$ cat src/ssp_pkg.sv
// Package of constants and types for the second serial port
package ssp_pkg;
   // ------------------------------------------------------------
   // Register offsets
   // ------------------------------------------------------------
   localparam logic [7:0] ADDR_MASK_OFS = 8'hBA;
   localparam logic [7:0] SER_CTRL_OFS = 8'hC0;
   localparam logic [7:0] SER_DATA_OFS = 8'hC1;
   localparam logic [7:0] STATION_ADDR_OFS = 8'hAA;
   localparam logic [7:0] POWER_CTRL_OFS = 8'hD0;
   localparam logic [7:0] TX_STATUS_OFS = 8'hD1;
   localparam logic [7:0] IRQ_STATUS_OFS = 8'hD2;
   localparam logic [7:0] IRQ_MASK_OFS = 8'hD3;
   // ------------------------------------------------------------
   // Field positions
   // ------------------------------------------------------------
   localparam int CTL_SM0 = 7;
   localparam int CTL_SM1 = 6;
   localparam int CTL_SM2 = 5;
   localparam int CTL_REN = 4;
   localparam int CTL_TB8 = 3;
   localparam int CTL_RB8 = 2;
   localparam int CTL_TI = 1;
   localparam int CTL_RI = 0;
   localparam int PWR_FESEL = 6;
   localparam int PWR_SMOD = 7;
   localparam int IRQ_TX = 0;
   localparam int IRQ_RX = 1;
   localparam int IRQ_FE = 2;
   localparam logic [7:0] CTRL_RST = 8'h00;
   localparam logic [7:0] BYTE_ZERO = 8'h00;
   // ------------------------------------------------------------
   // Timing
   // ------------------------------------------------------------
   localparam logic [5:0] DIV12 = 6'h0B;
   localparam logic [5:0] DIV4 = 6'h03;
   localparam logic [5:0] DIV64 = 6'h3F;
   localparam logic [5:0] DIV32 = 6'h1F;
   localparam logic [3:0] OVF_PER_BIT = 4'h0F;
   localparam logic [3:0] SAMPLE_PT = 4'h07;
   localparam logic [3:0] BITS_M0 = 4'h8;
   localparam logic [3:0] BITS_M1 = 4'h9;
   localparam logic [3:0] BITS_M23 = 4'hA;

   typedef enum logic [3:0] {
      SSP_IDLE = 4'h1,
      SSP_START = 4'h2,
      SSP_DATA = 4'h4,
      SSP_STOP = 4'h8
   } ssp_st_t;

   typedef struct packed {
      logic [7:0] addr;
      logic [7:0] wdata;
      logic wr;
      logic rd;
   } ssp_bus_t;
endpackage

$ cat src/ssp_baud.sv
// Bit tick generator: fixed dividers or timer overflow based
`timescale 1ns/1ns
module ssp_baud
   import ssp_pkg::*;
(
   input wire logic mclk_in,
   input wire logic rst_in,
   input wire logic [1:0] mode_in,
   input wire logic sm2_in,
   input wire logic smod_in,
   input wire logic ovf_in,
   input wire logic restart_in,
   output logic tick_out,
   output logic sample_out
);
   typedef struct packed {
      logic [5:0] div;
      logic [3:0] sub;
      logic tick;
      logic sample;
   } ssp_baud_t;
   ssp_baud_t s_reg, s_next;
   logic [5:0] lim;
   logic use_ovf;

   always_comb begin
      s_next = s_reg;
      s_next.tick = 1'b0;
      s_next.sample = 1'b0;
      use_ovf = mode_in[0] && (mode_in != 2'b00);
      unique case (mode_in)
         2'b00: lim = sm2_in ? DIV4 : DIV12;
         2'b10: lim = smod_in ? DIV32 : DIV64;
         default: lim = BYTE_ZERO[5:0];
      endcase
      if (restart_in) begin
         s_next.div = BYTE_ZERO[5:0];
         s_next.sub = 4'h0;
      end else if (use_ovf) begin
         if (ovf_in) begin
            s_next.sub = s_reg.sub + 4'h1;
            s_next.sample = (s_reg.sub == SAMPLE_PT);
            s_next.tick = (s_reg.sub == OVF_PER_BIT);
         end
      end else if (s_reg.div == lim) begin
         s_next.div = BYTE_ZERO[5:0];
         s_next.tick = 1'b1;
      end else begin
         s_next.div = s_reg.div + 6'h01;
         s_next.sample = (s_reg.div == (lim >> 1));
      end
   end

   always_ff @(posedge mclk_in) begin
      if (rst_in) begin
         s_reg <= '0;
      end else begin
         s_reg <= s_next;
      end
   end
   assign tick_out = s_reg.tick;
   assign sample_out = s_reg.sample;
endmodule

$ cat src/ssp_core.sv
// Second serial port: registers, transmitter, receiver, interrupts
//
// The address-and-strobe port was decided locally.
`timescale 1ns/1ns
module ssp_core
   import ssp_pkg::*;
(
   input wire logic mclk_in,
   input wire logic rst_in,
   input wire logic [7:0] addr_in,
   input wire logic [7:0] wdata_in,
   input wire logic wr_in,
   input wire logic rd_in,
   input wire logic timer_ovf_in,
   input wire logic rxd_in,
   output logic [7:0] rdata_out,
   output logic txd_out,
   output logic sclk_out,
   output logic rxd_oe_n_out,
   output logic irq_out
);
   typedef struct packed {
      logic [7:0] ctrl;
      logic fe;
      logic [7:0] mask;
      logic [7:0] saddr;
      logic [7:0] pwr;
      logic [7:0] rxbuf;
      logic [7:0] rdata;
      logic [2:0] ists;
      logic [2:0] imsk;
      logic irq;
      ssp_st_t tst;
      logic [3:0] tcnt;
      logic [8:0] tsh;
      logic txd;
      logic tact;
      ssp_st_t rst;
      logic [3:0] rcnt;
      logic [8:0] rsh;
      logic sclk;
      logic oe_n;
      logic [1:0] rsync;
      logic rprev;
   } ssp_core_t;
   ssp_core_t s_reg, s_next;
   ssp_bus_t bus;
   logic tick, sample, restart;
   logic [1:0] mode;
   logic [7:0] ctrl_view;
   logic rxd_s, ti_set, ri_set, fe_set;
   logic [3:0] nbits;
   logic data_wr;

   function automatic logic addr_hit(input logic [7:0] a,
                                     input logic [7:0] sa,
                                     input logic [7:0] m);
      addr_hit = ((a & m) == (sa & m));
   endfunction

   // Last bit of a frame: the count reaches the data bits of the mode
   function automatic logic last_bit(input logic [3:0] cnt,
                                     input logic [3:0] nb,
                                     input logic m0);
      last_bit = (cnt + 4'h1 == nb - 4'h1 + {3'h0, m0});
   endfunction

   assign bus = '{addr: addr_in, wdata: wdata_in, wr: wr_in, rd: rd_in};
   assign data_wr = bus.wr && (bus.addr == SER_DATA_OFS);
   assign rxd_s = s_reg.rsync[1];
   // Shared bit timer waits at zero while both halves are idle
   assign restart = (s_reg.tst == SSP_IDLE) && (s_reg.rst == SSP_IDLE);

   ssp_baud u_baud (
      .mclk_in(mclk_in),
      .rst_in(rst_in),
      .mode_in(mode),
      .sm2_in(s_reg.ctrl[CTL_SM2]),
      .smod_in(s_reg.pwr[PWR_SMOD]),
      .ovf_in(timer_ovf_in),
      .restart_in(restart && !data_wr),
      .tick_out(tick),
      .sample_out(sample)
   );

   // ------------------------------------------------------------
   // Next state
   // ------------------------------------------------------------
   always_comb begin
      s_next = s_reg;
      ti_set = 1'b0;
      ri_set = 1'b0;
      fe_set = 1'b0;
      mode = {s_reg.ctrl[CTL_SM0], s_reg.ctrl[CTL_SM1]};
      nbits = (mode == 2'b00) ? BITS_M0 :
              (mode == 2'b01) ? BITS_M1 : BITS_M23;
      s_next.rsync = {s_reg.rsync[0], rxd_in};
      s_next.rprev = rxd_s;
      ctrl_view = s_reg.ctrl;
      if (s_reg.pwr[PWR_FESEL]) begin
         ctrl_view[CTL_SM0] = s_reg.fe;
      end

      // ---------------------------------------------------------
      // Transmitter
      // ---------------------------------------------------------
      unique case (s_reg.tst)
         SSP_IDLE: begin
            s_next.txd = 1'b1;
            s_next.sclk = 1'b1;
            if (data_wr) begin
               s_next.tsh = {s_reg.ctrl[CTL_TB8], bus.wdata};
               // Mode 1 frame has no ninth bit
               if (mode == 2'b01) begin
                  s_next.tsh[8] = 1'b1;
               end
               s_next.tcnt = 4'h0;
               s_next.tact = 1'b1;
               s_next.tst = (mode == 2'b00) ? SSP_DATA : SSP_START;
               s_next.oe_n = (mode != 2'b00);
            end
         end
         SSP_START: begin
            s_next.txd = 1'b0;
            if (tick) begin
               s_next.tst = SSP_DATA;
            end
         end
         SSP_DATA: begin
            s_next.txd = s_reg.tsh[0];
            if (mode == 2'b00) begin
               s_next.sclk = !sample && (s_reg.sclk || tick);
            end
            if (tick) begin
               s_next.tsh = {1'b1, s_reg.tsh[8:1]};
               s_next.tcnt = s_reg.tcnt + 4'h1;
               if (last_bit(s_reg.tcnt, nbits, mode == 2'b00)) begin
                  if (mode == 2'b00) begin
                     ti_set = 1'b1;
                     s_next.tst = SSP_IDLE;
                     s_next.oe_n = 1'b1;
                  end else begin
                     ti_set = 1'b1;
                     s_next.tst = SSP_STOP;
                  end
                  s_next.tact = 1'b0;
               end
            end
         end
         SSP_STOP: begin
            s_next.txd = 1'b1;
            if (tick) begin
               s_next.tst = SSP_IDLE;
            end
         end
      endcase

      // ---------------------------------------------------------
      // Receiver
      // ---------------------------------------------------------
      unique case (s_reg.rst)
         SSP_IDLE: begin
            s_next.rcnt = 4'h0;
            if (s_reg.ctrl[CTL_REN] && s_reg.tst == SSP_IDLE) begin
               if (mode == 2'b00 && !s_reg.ctrl[CTL_RI]) begin
                  s_next.rst = SSP_DATA;
               end else if (mode != 2'b00 && s_reg.rprev && !rxd_s) begin
                  s_next.rst = SSP_START;
               end
            end
         end
         SSP_START: begin
            if (sample && rxd_s) begin
               s_next.rst = SSP_IDLE;
            end else if (tick) begin
               s_next.rst = SSP_DATA;
            end
         end
         SSP_DATA: begin
            if (sample) begin
               s_next.rsh = {rxd_s, s_reg.rsh[8:1]};
               s_next.rcnt = s_reg.rcnt + 4'h1;
               if (last_bit(s_reg.rcnt, nbits, mode == 2'b00)) begin
                  s_next.rst = SSP_STOP;
               end
            end
         end
         SSP_STOP: begin
            if (mode == 2'b00) begin
               // Mode 0 has no stop bit: wait out the eighth bit time
               if (tick) begin
                  s_next.rst = SSP_IDLE;
                  s_next.rxbuf = s_reg.rsh[8:1];
                  ri_set = 1'b1;
               end
            end else if (sample) begin
               s_next.rst = SSP_IDLE;
               fe_set = !rxd_s;
               if (mode == 2'b01) begin
                  if (!(s_reg.ctrl[CTL_SM2] && !rxd_s)) begin
                     ri_set = 1'b1;
                     s_next.rxbuf = s_reg.rsh[8:1];
                     s_next.ctrl[CTL_RB8] = rxd_s;
                  end
               end else if (!s_reg.ctrl[CTL_SM2] || (s_reg.rsh[8] &&
                        addr_hit(s_reg.rsh[7:0], s_reg.saddr,
                                 s_reg.mask))) begin
                  ri_set = 1'b1;
                  s_next.rxbuf = s_reg.rsh[7:0];
                  s_next.ctrl[CTL_RB8] = s_reg.rsh[8];
               end
            end
         end
      endcase

      // ---------------------------------------------------------
      // Register writes; hardware set wins over clear
      // ---------------------------------------------------------
      if (bus.wr) begin
         unique case (bus.addr)
            SER_CTRL_OFS: begin
               s_next.ctrl = bus.wdata;
               if (s_reg.pwr[PWR_FESEL]) begin
                  s_next.ctrl[CTL_SM0] = s_reg.ctrl[CTL_SM0];
                  s_next.fe = bus.wdata[CTL_SM0];
               end
            end
            ADDR_MASK_OFS: s_next.mask = bus.wdata;
            STATION_ADDR_OFS: s_next.saddr = bus.wdata;
            POWER_CTRL_OFS: s_next.pwr = bus.wdata;
            IRQ_STATUS_OFS: s_next.ists = s_reg.ists & ~bus.wdata[2:0];
            IRQ_MASK_OFS: s_next.imsk = bus.wdata[2:0];
            default: ;
         endcase
      end
      if (ti_set) begin
         s_next.ctrl[CTL_TI] = 1'b1;
         s_next.ists[IRQ_TX] = 1'b1;
      end
      if (ri_set) begin
         s_next.ctrl[CTL_RI] = 1'b1;
         s_next.ists[IRQ_RX] = 1'b1;
      end
      if (fe_set) begin
         s_next.fe = 1'b1;
         s_next.ists[IRQ_FE] = 1'b1;
      end
      s_next.irq = |(s_next.ists & s_next.imsk);

      // ---------------------------------------------------------
      // Read data
      // ---------------------------------------------------------
      s_next.rdata = BYTE_ZERO;
      if (bus.rd) begin
         unique case (bus.addr)
            SER_CTRL_OFS: s_next.rdata = ctrl_view;
            SER_DATA_OFS: s_next.rdata = s_reg.rxbuf;
            ADDR_MASK_OFS: s_next.rdata = s_reg.mask;
            STATION_ADDR_OFS: s_next.rdata = s_reg.saddr;
            POWER_CTRL_OFS: s_next.rdata = s_reg.pwr;
            TX_STATUS_OFS: s_next.rdata = {7'h00, s_reg.tact};
            IRQ_STATUS_OFS: s_next.rdata = {5'h00, s_reg.ists};
            IRQ_MASK_OFS: s_next.rdata = {5'h00, s_reg.imsk};
            default: s_next.rdata = BYTE_ZERO;
         endcase
      end
   end

   // ------------------------------------------------------------
   // State register
   // ------------------------------------------------------------
   always_ff @(posedge mclk_in) begin
      if (rst_in) begin
         s_reg <= '0;
         s_reg.tst <= SSP_IDLE;
         s_reg.rst <= SSP_IDLE;
         s_reg.txd <= 1'b1;
         s_reg.sclk <= 1'b1;
         s_reg.oe_n <= 1'b1;
         s_reg.rsync <= 2'b11;
         s_reg.rprev <= 1'b1;
      end else begin
         s_reg <= s_next;
      end
   end

   assign rdata_out = s_reg.rdata;
   assign txd_out = s_reg.txd;
   assign sclk_out = s_reg.sclk;
   assign rxd_oe_n_out = s_reg.oe_n;
   assign irq_out = s_reg.irq;
endmodule

$ cat config.mk
export PLATFORM = sky130hd
export DESIGN_NAME = ssp_core
export DESIGN_NICKNAME = d
export VERILOG_FILES = /design/src/ssp_pkg.sv /design/src/ssp_baud.sv /design/src/ssp_core.sv
export SDC_FILE = /design/constraint.sdc
export NUM_CORES = 1
export LEC_CHECK = 0
export BUFFER_PORTS_ARGS = -buffer_cell sky130_fd_sc_hd__buf_2
export CAP_MARGIN = 20
export CORE_UTILIZATION = 35
export CTS_CLUSTER_DIAMETER = 80
export DETAILED_ROUTE_END_ITERATION = 6
export PLACE_DENSITY = 0.5
export SYNTH_ARGS = -nofsm -noshare
export SYNTH_HDL_FRONTEND = slang
export SYNTH_SLANG_ARGS = --single-unit
$ cat constraint.sdc
create_clock -name mclk_in -period 2.35 [get_ports mclk_in]
set_clock_uncertainty 0.1 [all_clocks]
set_input_delay 0.47 -clock mclk_in [delete_from_list [all_inputs] [get_ports mclk_in]]
set_output_delay 0.47 -clock mclk_in [all_outputs]
set_load 0.01 [all_outputs]
==> impl_metrics.prom <==
# TYPE chip_impl_metric gauge
chip_impl_info{name="run_status",value="finished, final reports clean"} 1
chip_impl_metric{name="ant_nets",unit=""} 0
chip_impl_metric{name="clk_latency",unit="ns"} 0.35
chip_impl_metric{name="floorplan.initialDensity",unit="%"} 36.30
chip_impl_metric{name="min_period_over_period",unit="%"} 90.37
chip_impl_metric{name="finalNetCount",unit=""} 689
chip_impl_metric{name="r2r_setup_slack",unit="ns"} 0.23
chip_impl_metric{name="synth_fp_nets",unit=""} 659
chip_impl_metric{name="largest_register_ff_count",unit=""} 75
chip_impl_metric{name="post-place-ws",unit="ns"} 0.04267
chip_impl_metric{name="post_drt_via_cell_ratio",unit=""} 5.194
chip_impl_metric{name="die_area",unit="sq um"} 16510
chip_impl_metric{name="port-buffer-count",unit=""} 33
chip_impl_metric{name="dp_cells",unit=""} 863
chip_impl_metric{name="count_of_flip_flops_with_a_built_in_enable_after_synthesis",unit=""} 0
chip_impl_metric{name="seq_area_frac_synth",unit="%"} 38.96
chip_impl_metric{name="core-area",unit="sq um"} 15430
chip_impl_metric{name="synthArstFlopShare",unit="%"} 0
chip_impl_info{name="r2r_end",value="u_baud.s_reg[11]$_SDFFE_PP0N_"} 1
chip_impl_metric{name="area_delta_synth_final",unit="%"} 13.72
chip_impl_metric{name="gp_congestion",unit=""} 0.8413
chip_impl_metric{name="setup_total_negative_slack",unit="ns"} 0
chip_impl_metric{name="worst_slack",unit="ns"} 0.2264
chip_impl_metric{name="critPathArrivalTime",unit="ns"} 2.27
chip_impl_metric{name="cts-root-to-sink-buffers",unit=""} 2
chip_impl_info{name="synthFlopType",value="sky130_fd_sc_hd__dfxtp_1"} 1
chip_impl_metric{name="grt.total_usage",unit="%"} 18.37
chip_impl_metric{name="crit_path_max_fanout",unit=""} 13
chip_impl_metric{name="dieHeight",unit="um"} 128.5
chip_impl_metric{name="power-per-cell-area",unit="nW/um^2"} 677.7
chip_impl_metric{name="drt-total-wl",unit="um"} 14300
chip_impl_metric{name="place_hpwl",unit="um"} 10330
chip_impl_metric{name="seqPwrFrac",unit="%"} 46.1
chip_impl_info{name="layout_commonest_cell",value="sky130_fd_sc_hd__dfxtp_1"} 1
chip_impl_metric{name="grt_max_degree",unit=""} 53
chip_impl_info{name="timing.hold.worst.class",value="in2reg"} 1
chip_impl_info{name="cts_tree",value="yes"} 1
chip_impl_info{name="rr_startpoint",value="mode[1]$_SDFFE_PP0P_"} 1
chip_impl_metric{name="num_vias",unit=""} 4560
chip_impl_metric{name="required_worst_endpoint",unit="ns"} 2.50
chip_impl_metric{name="hold_path_depth",unit=""} 2
chip_impl_metric{name="clock_pin_slew_worst_setup_and_hold_paths",unit="ns"} 0.07
chip_impl_metric{name="drt_pre_antenna_iters",unit=""} 4
chip_impl_metric{name="grt.overflow.total",unit=""} 0
chip_impl_metric{name="setup-violations-final",unit=""} 0
chip_impl_info{name="worstSetupEndpoint",value="u_baud.s_reg[11]$_SDFFE_PP0N_"} 1
chip_impl_metric{name="yosys_warnings",unit=""} 0
chip_impl_metric{name="io_pins",unit=""} 34
chip_impl_metric{name="max_freq",unit="MHz"} 470.9
chip_impl_metric{name="synth_cell_types",unit=""} 74
chip_impl_metric{name="global_route_wire_length_before_repair",unit="um"} 23230
chip_impl_metric{name="power.combinational.fraction",unit="%"} 12.8
chip_impl_metric{name="antenna_found_initial",unit=""} 0
chip_impl_metric{name="dieWidth",unit="um"} 128.5
chip_impl_metric{name="numCtsBuffers",unit=""} 9
chip_impl_metric{name="fp-row-count",unit=""} 45
chip_impl_metric{name="grt_pass1_vias",unit=""} 4308
chip_impl_metric{name="max-slew-margin-rel",unit="%"} 62.45
chip_impl_metric{name="cts.repair_timing.setup_buffer_count",unit=""} 0
chip_impl_info{name="setup.worst_path.end_class",value="flop"} 1
chip_impl_metric{name="synthesis.area",unit="sq um"} 5600
chip_impl_metric{name="final.fill_count",unit=""} 1575
chip_impl_metric{name="period_minus_slack",unit="ns"} 2.124
chip_impl_info{name="crit_start",value="mode[1]$_SDFFE_PP0P_"} 1
chip_impl_metric{name="maxSlewViolCount",unit=""} 0
chip_impl_metric{name="sw_frac_of_total",unit="%"} 24.43
chip_impl_metric{name="vdd.ir_drop.worst",unit="V"} 0.0003135
chip_impl_metric{name="final_routed_drc_violation_total",unit=""} 0
chip_impl_info{name="startpoint_type",value="flop"} 1
chip_impl_metric{name="layout.cells.non_filler",unit=""} 878
chip_impl_metric{name="r2r_cells",unit=""} 6
chip_impl_info{name="most_frequent_cells_in_the_layout",value="sky130_fd_sc_hd__dfxtp_1 (109), sky130_fd_sc_hd__nand2_1 (80), sky130_fd_sc_hd__nor2_1 (71)"} 1
chip_impl_metric{name="p_switching",unit="uW"} 1055
chip_impl_metric{name="max-cap-violations",unit=""} 0
chip_impl_metric{name="worst_margin_slew",unit="ns"} 0.5618
chip_impl_metric{name="cts_hold_buffers",unit=""} 0
chip_impl_metric{name="leakagePower",unit="uW"} 0.002406
chip_impl_metric{name="finalHoldViolations",unit=""} 0
chip_impl_info{name="cts_root_buffer",value="sky130_fd_sc_hd__clkbuf_16"} 1
chip_impl_info{name="rsz0062_at_grt",value="no"} 1
chip_impl_metric{name="clock_power_share",unit="%"} 41.1
chip_impl_metric{name="synth-seq-cells",unit=""} 109
chip_impl_metric{name="htree_levels",unit=""} 3
chip_impl_info{name="timing_worst_setup_path_type",value="reg2reg"} 1
chip_impl_metric{name="cts_sinks",unit=""} 109
chip_impl_metric{name="ctsResizeCount",unit=""} 0
chip_impl_metric{name="netlist_instances",unit=""} 633
chip_impl_metric{name="num_antenna_cells",unit=""} 0
chip_impl_metric{name="p_int",unit="uW"} 3261
chip_impl_metric{name="wire_per_inst",unit="um"} 16.29
chip_impl_metric{name="postSynthAreaPerCell",unit="sq um"} 8.847
chip_impl_metric{name="fraction_of_final_layout_cells_with_drive_strength_greater_than_1",unit="%"} 19.19
chip_impl_metric{name="initial_drc_count",unit=""} 280
-- Yosys cell counts, types with 3 or more instances --
| library cell | count | area share (%) |
|---|---|---|
| sky130_fd_sc_hd__a311oi_1 | 11 | 1.7 |
| sky130_fd_sc_hd__mux2_2 | 4 | 0.80 |
| sky130_fd_sc_hd__a21oi_1 | 41 | 3.7 |
| sky130_fd_sc_hd__buf_2 | 8 | 0.71 |
| sky130_fd_sc_hd__xnor2_1 | 8 | 1.3 |
| sky130_fd_sc_hd__nor4_1 | 3 | 0.34 |
| sky130_fd_sc_hd__a22oi_1 | 8 | 1.1 |
| sky130_fd_sc_hd__and3_1 | 3 | 0.34 |
| sky130_fd_sc_hd__nand2_2 | 3 | 0.34 |
| sky130_fd_sc_hd__ha_1 | 4 | 0.89 |
| sky130_fd_sc_hd__o21ai_0 | 21 | 1.9 |
| sky130_fd_sc_hd__nor4b_4 | 3 | 1.3 |
| sky130_fd_sc_hd__clkbuf_8 | 3 | 0.74 |
| sky130_fd_sc_hd__buf_4 | 10 | 1.3 |
| sky130_fd_sc_hd__and2_1 | 9 | 1.0 |
| sky130_fd_sc_hd__nor2_1 | 71 | 4.8 |
| sky130_fd_sc_hd__buf_6 | 5 | 1.0 |
| sky130_fd_sc_hd__nand2b_1 | 7 | 0.78 |
| sky130_fd_sc_hd__inv_1 | 10 | 0.67 |
| sky130_fd_sc_hd__mux2i_1 | 52 | 9.3 |
| sky130_fd_sc_hd__nand2_1 | 80 | 5.4 |
| sky130_fd_sc_hd__nor2b_1 | 8 | 0.89 |
| sky130_fd_sc_hd__xor2_1 | 17 | 2.7 |
| sky130_fd_sc_hd__nand3b_1 | 3 | 0.40 |
| sky130_fd_sc_hd__o22ai_1 | 6 | 0.67 |
| sky130_fd_sc_hd__nand3_1 | 14 | 1.3 |
| sky130_fd_sc_hd__nor3_1 | 10 | 0.89 |
| sky130_fd_sc_hd__a21o_1 | 4 | 0.54 |
| sky130_fd_sc_hd__a31oi_1 | 9 | 1.0 |
| sky130_fd_sc_hd__a21oi_2 | 8 | 1.3 |
| sky130_fd_sc_hd__dfxtp_1 | 109 | 39 |
| sky130_fd_sc_hd__nor3b_1 | 3 | 0.40 |
| sky130_fd_sc_hd__or2_2 | 5 | 0.56 |
| sky130_fd_sc_hd__clkbuf_1 | 17 | 1.1 |
| sky130_fd_sc_hd__a311oi_2 | 6 | 1.6 |
-- worst max-delay path, cell delays in order (launching register included) --
cell and delay [ns]:
sky130_fd_sc_hd__dfxtp_1 0.65, sky130_fd_sc_hd__nor2b_1 0.17, sky130_fd_sc_hd__o31a_1 0.30, sky130_fd_sc_hd__o31ai_1 0.19, sky130_fd_sc_hd__o21ai_0 0.21, sky130_fd_sc_hd__o21ba_2 0.26
sky130_fd_sc_hd__and2_1 0.13
-- power groups by stage --
stage               clock network, uW  logic, uW  registers (uW)
floorplan                           0        412            2010
global placement                    0        546            2030
detailed placement                  0        555            2030
CTS                              1810        556            1990
global route                     1890        611            2000
finish                           1770        554            1990
-- cell families after synthesis --
kind of cell    share of synthesized area, %
xor+xnor                               3.910
fa+ha+maj                             0.8937
buf+inv                                6.144
mux                                    10.10
compound gates                         18.12
flops                                  38.96
simple gates                           21.87
-- how the worst min path moves through the flow --
stage | endpoint | slack [ns] | startpoint
2_1_floorplan | rxd_s$_SDFF_PP1_ | 0.29 | s_next[2]$_SDFF_PP1_
3_3_place_gp | rxd_s$_SDFF_PP1_ | 0.32 | s_next[2]$_SDFF_PP1_
3_5_place_dp | rxd_s$_SDFF_PP1_ | 0.32 | s_next[2]$_SDFF_PP1_
4_1_cts | s_next[2]$_SDFF_PP1_ | 0.20 | rxd_in
5_1_grt | s_next[2]$_SDFF_PP1_ | 0.21 | rxd_in
6_report | s_next[2]$_SDFF_PP1_ | 0.20 | rxd_in
-- metrics by stage --
step / hold slack, ns / util (%) / cell area [sq um] / total power [uW]
finish: 0.2004 / 41.28 / 6369 / 4316
global route: 0.2082 / 41.28 / 6369 / 4508
CTS: 0.1958 / 41.28 / 6369 / 4360
detailed placement: 0.3177 / 39.03 / 6021 / 2587
global placement: 0.3233 / 39.03 / 6021 / 2578
floorplan: 0.2895 / - / 5600 / 2426
-- metal layers --
layer / up-vias / track usage (%) / wire length [um]
met5: - / 0 / 0
met4: 0 / 5.606 / 172
met3: 11 / 2.661 / 334
met2: 59 / 29.63 / 6580
met1: 2192 / 25.30 / 7213
li1: 2298 / - / -
-- cell type report --
class                           instances  area [sq um]  share of cell area (%)
Tap cell                              211         264.0                   4.145
Sequential cell                       109          2182                   34.26
Multi-Input combinational cell        467          3074                   48.27
Timing Repair Buffer                   66         462.9                   7.269
Clock buffer                           11         252.7                   3.969
Clock inverter                          4         95.09                   1.493
Inverter                               10         37.54                  0.5894
(Power assumes the default switching activity.)
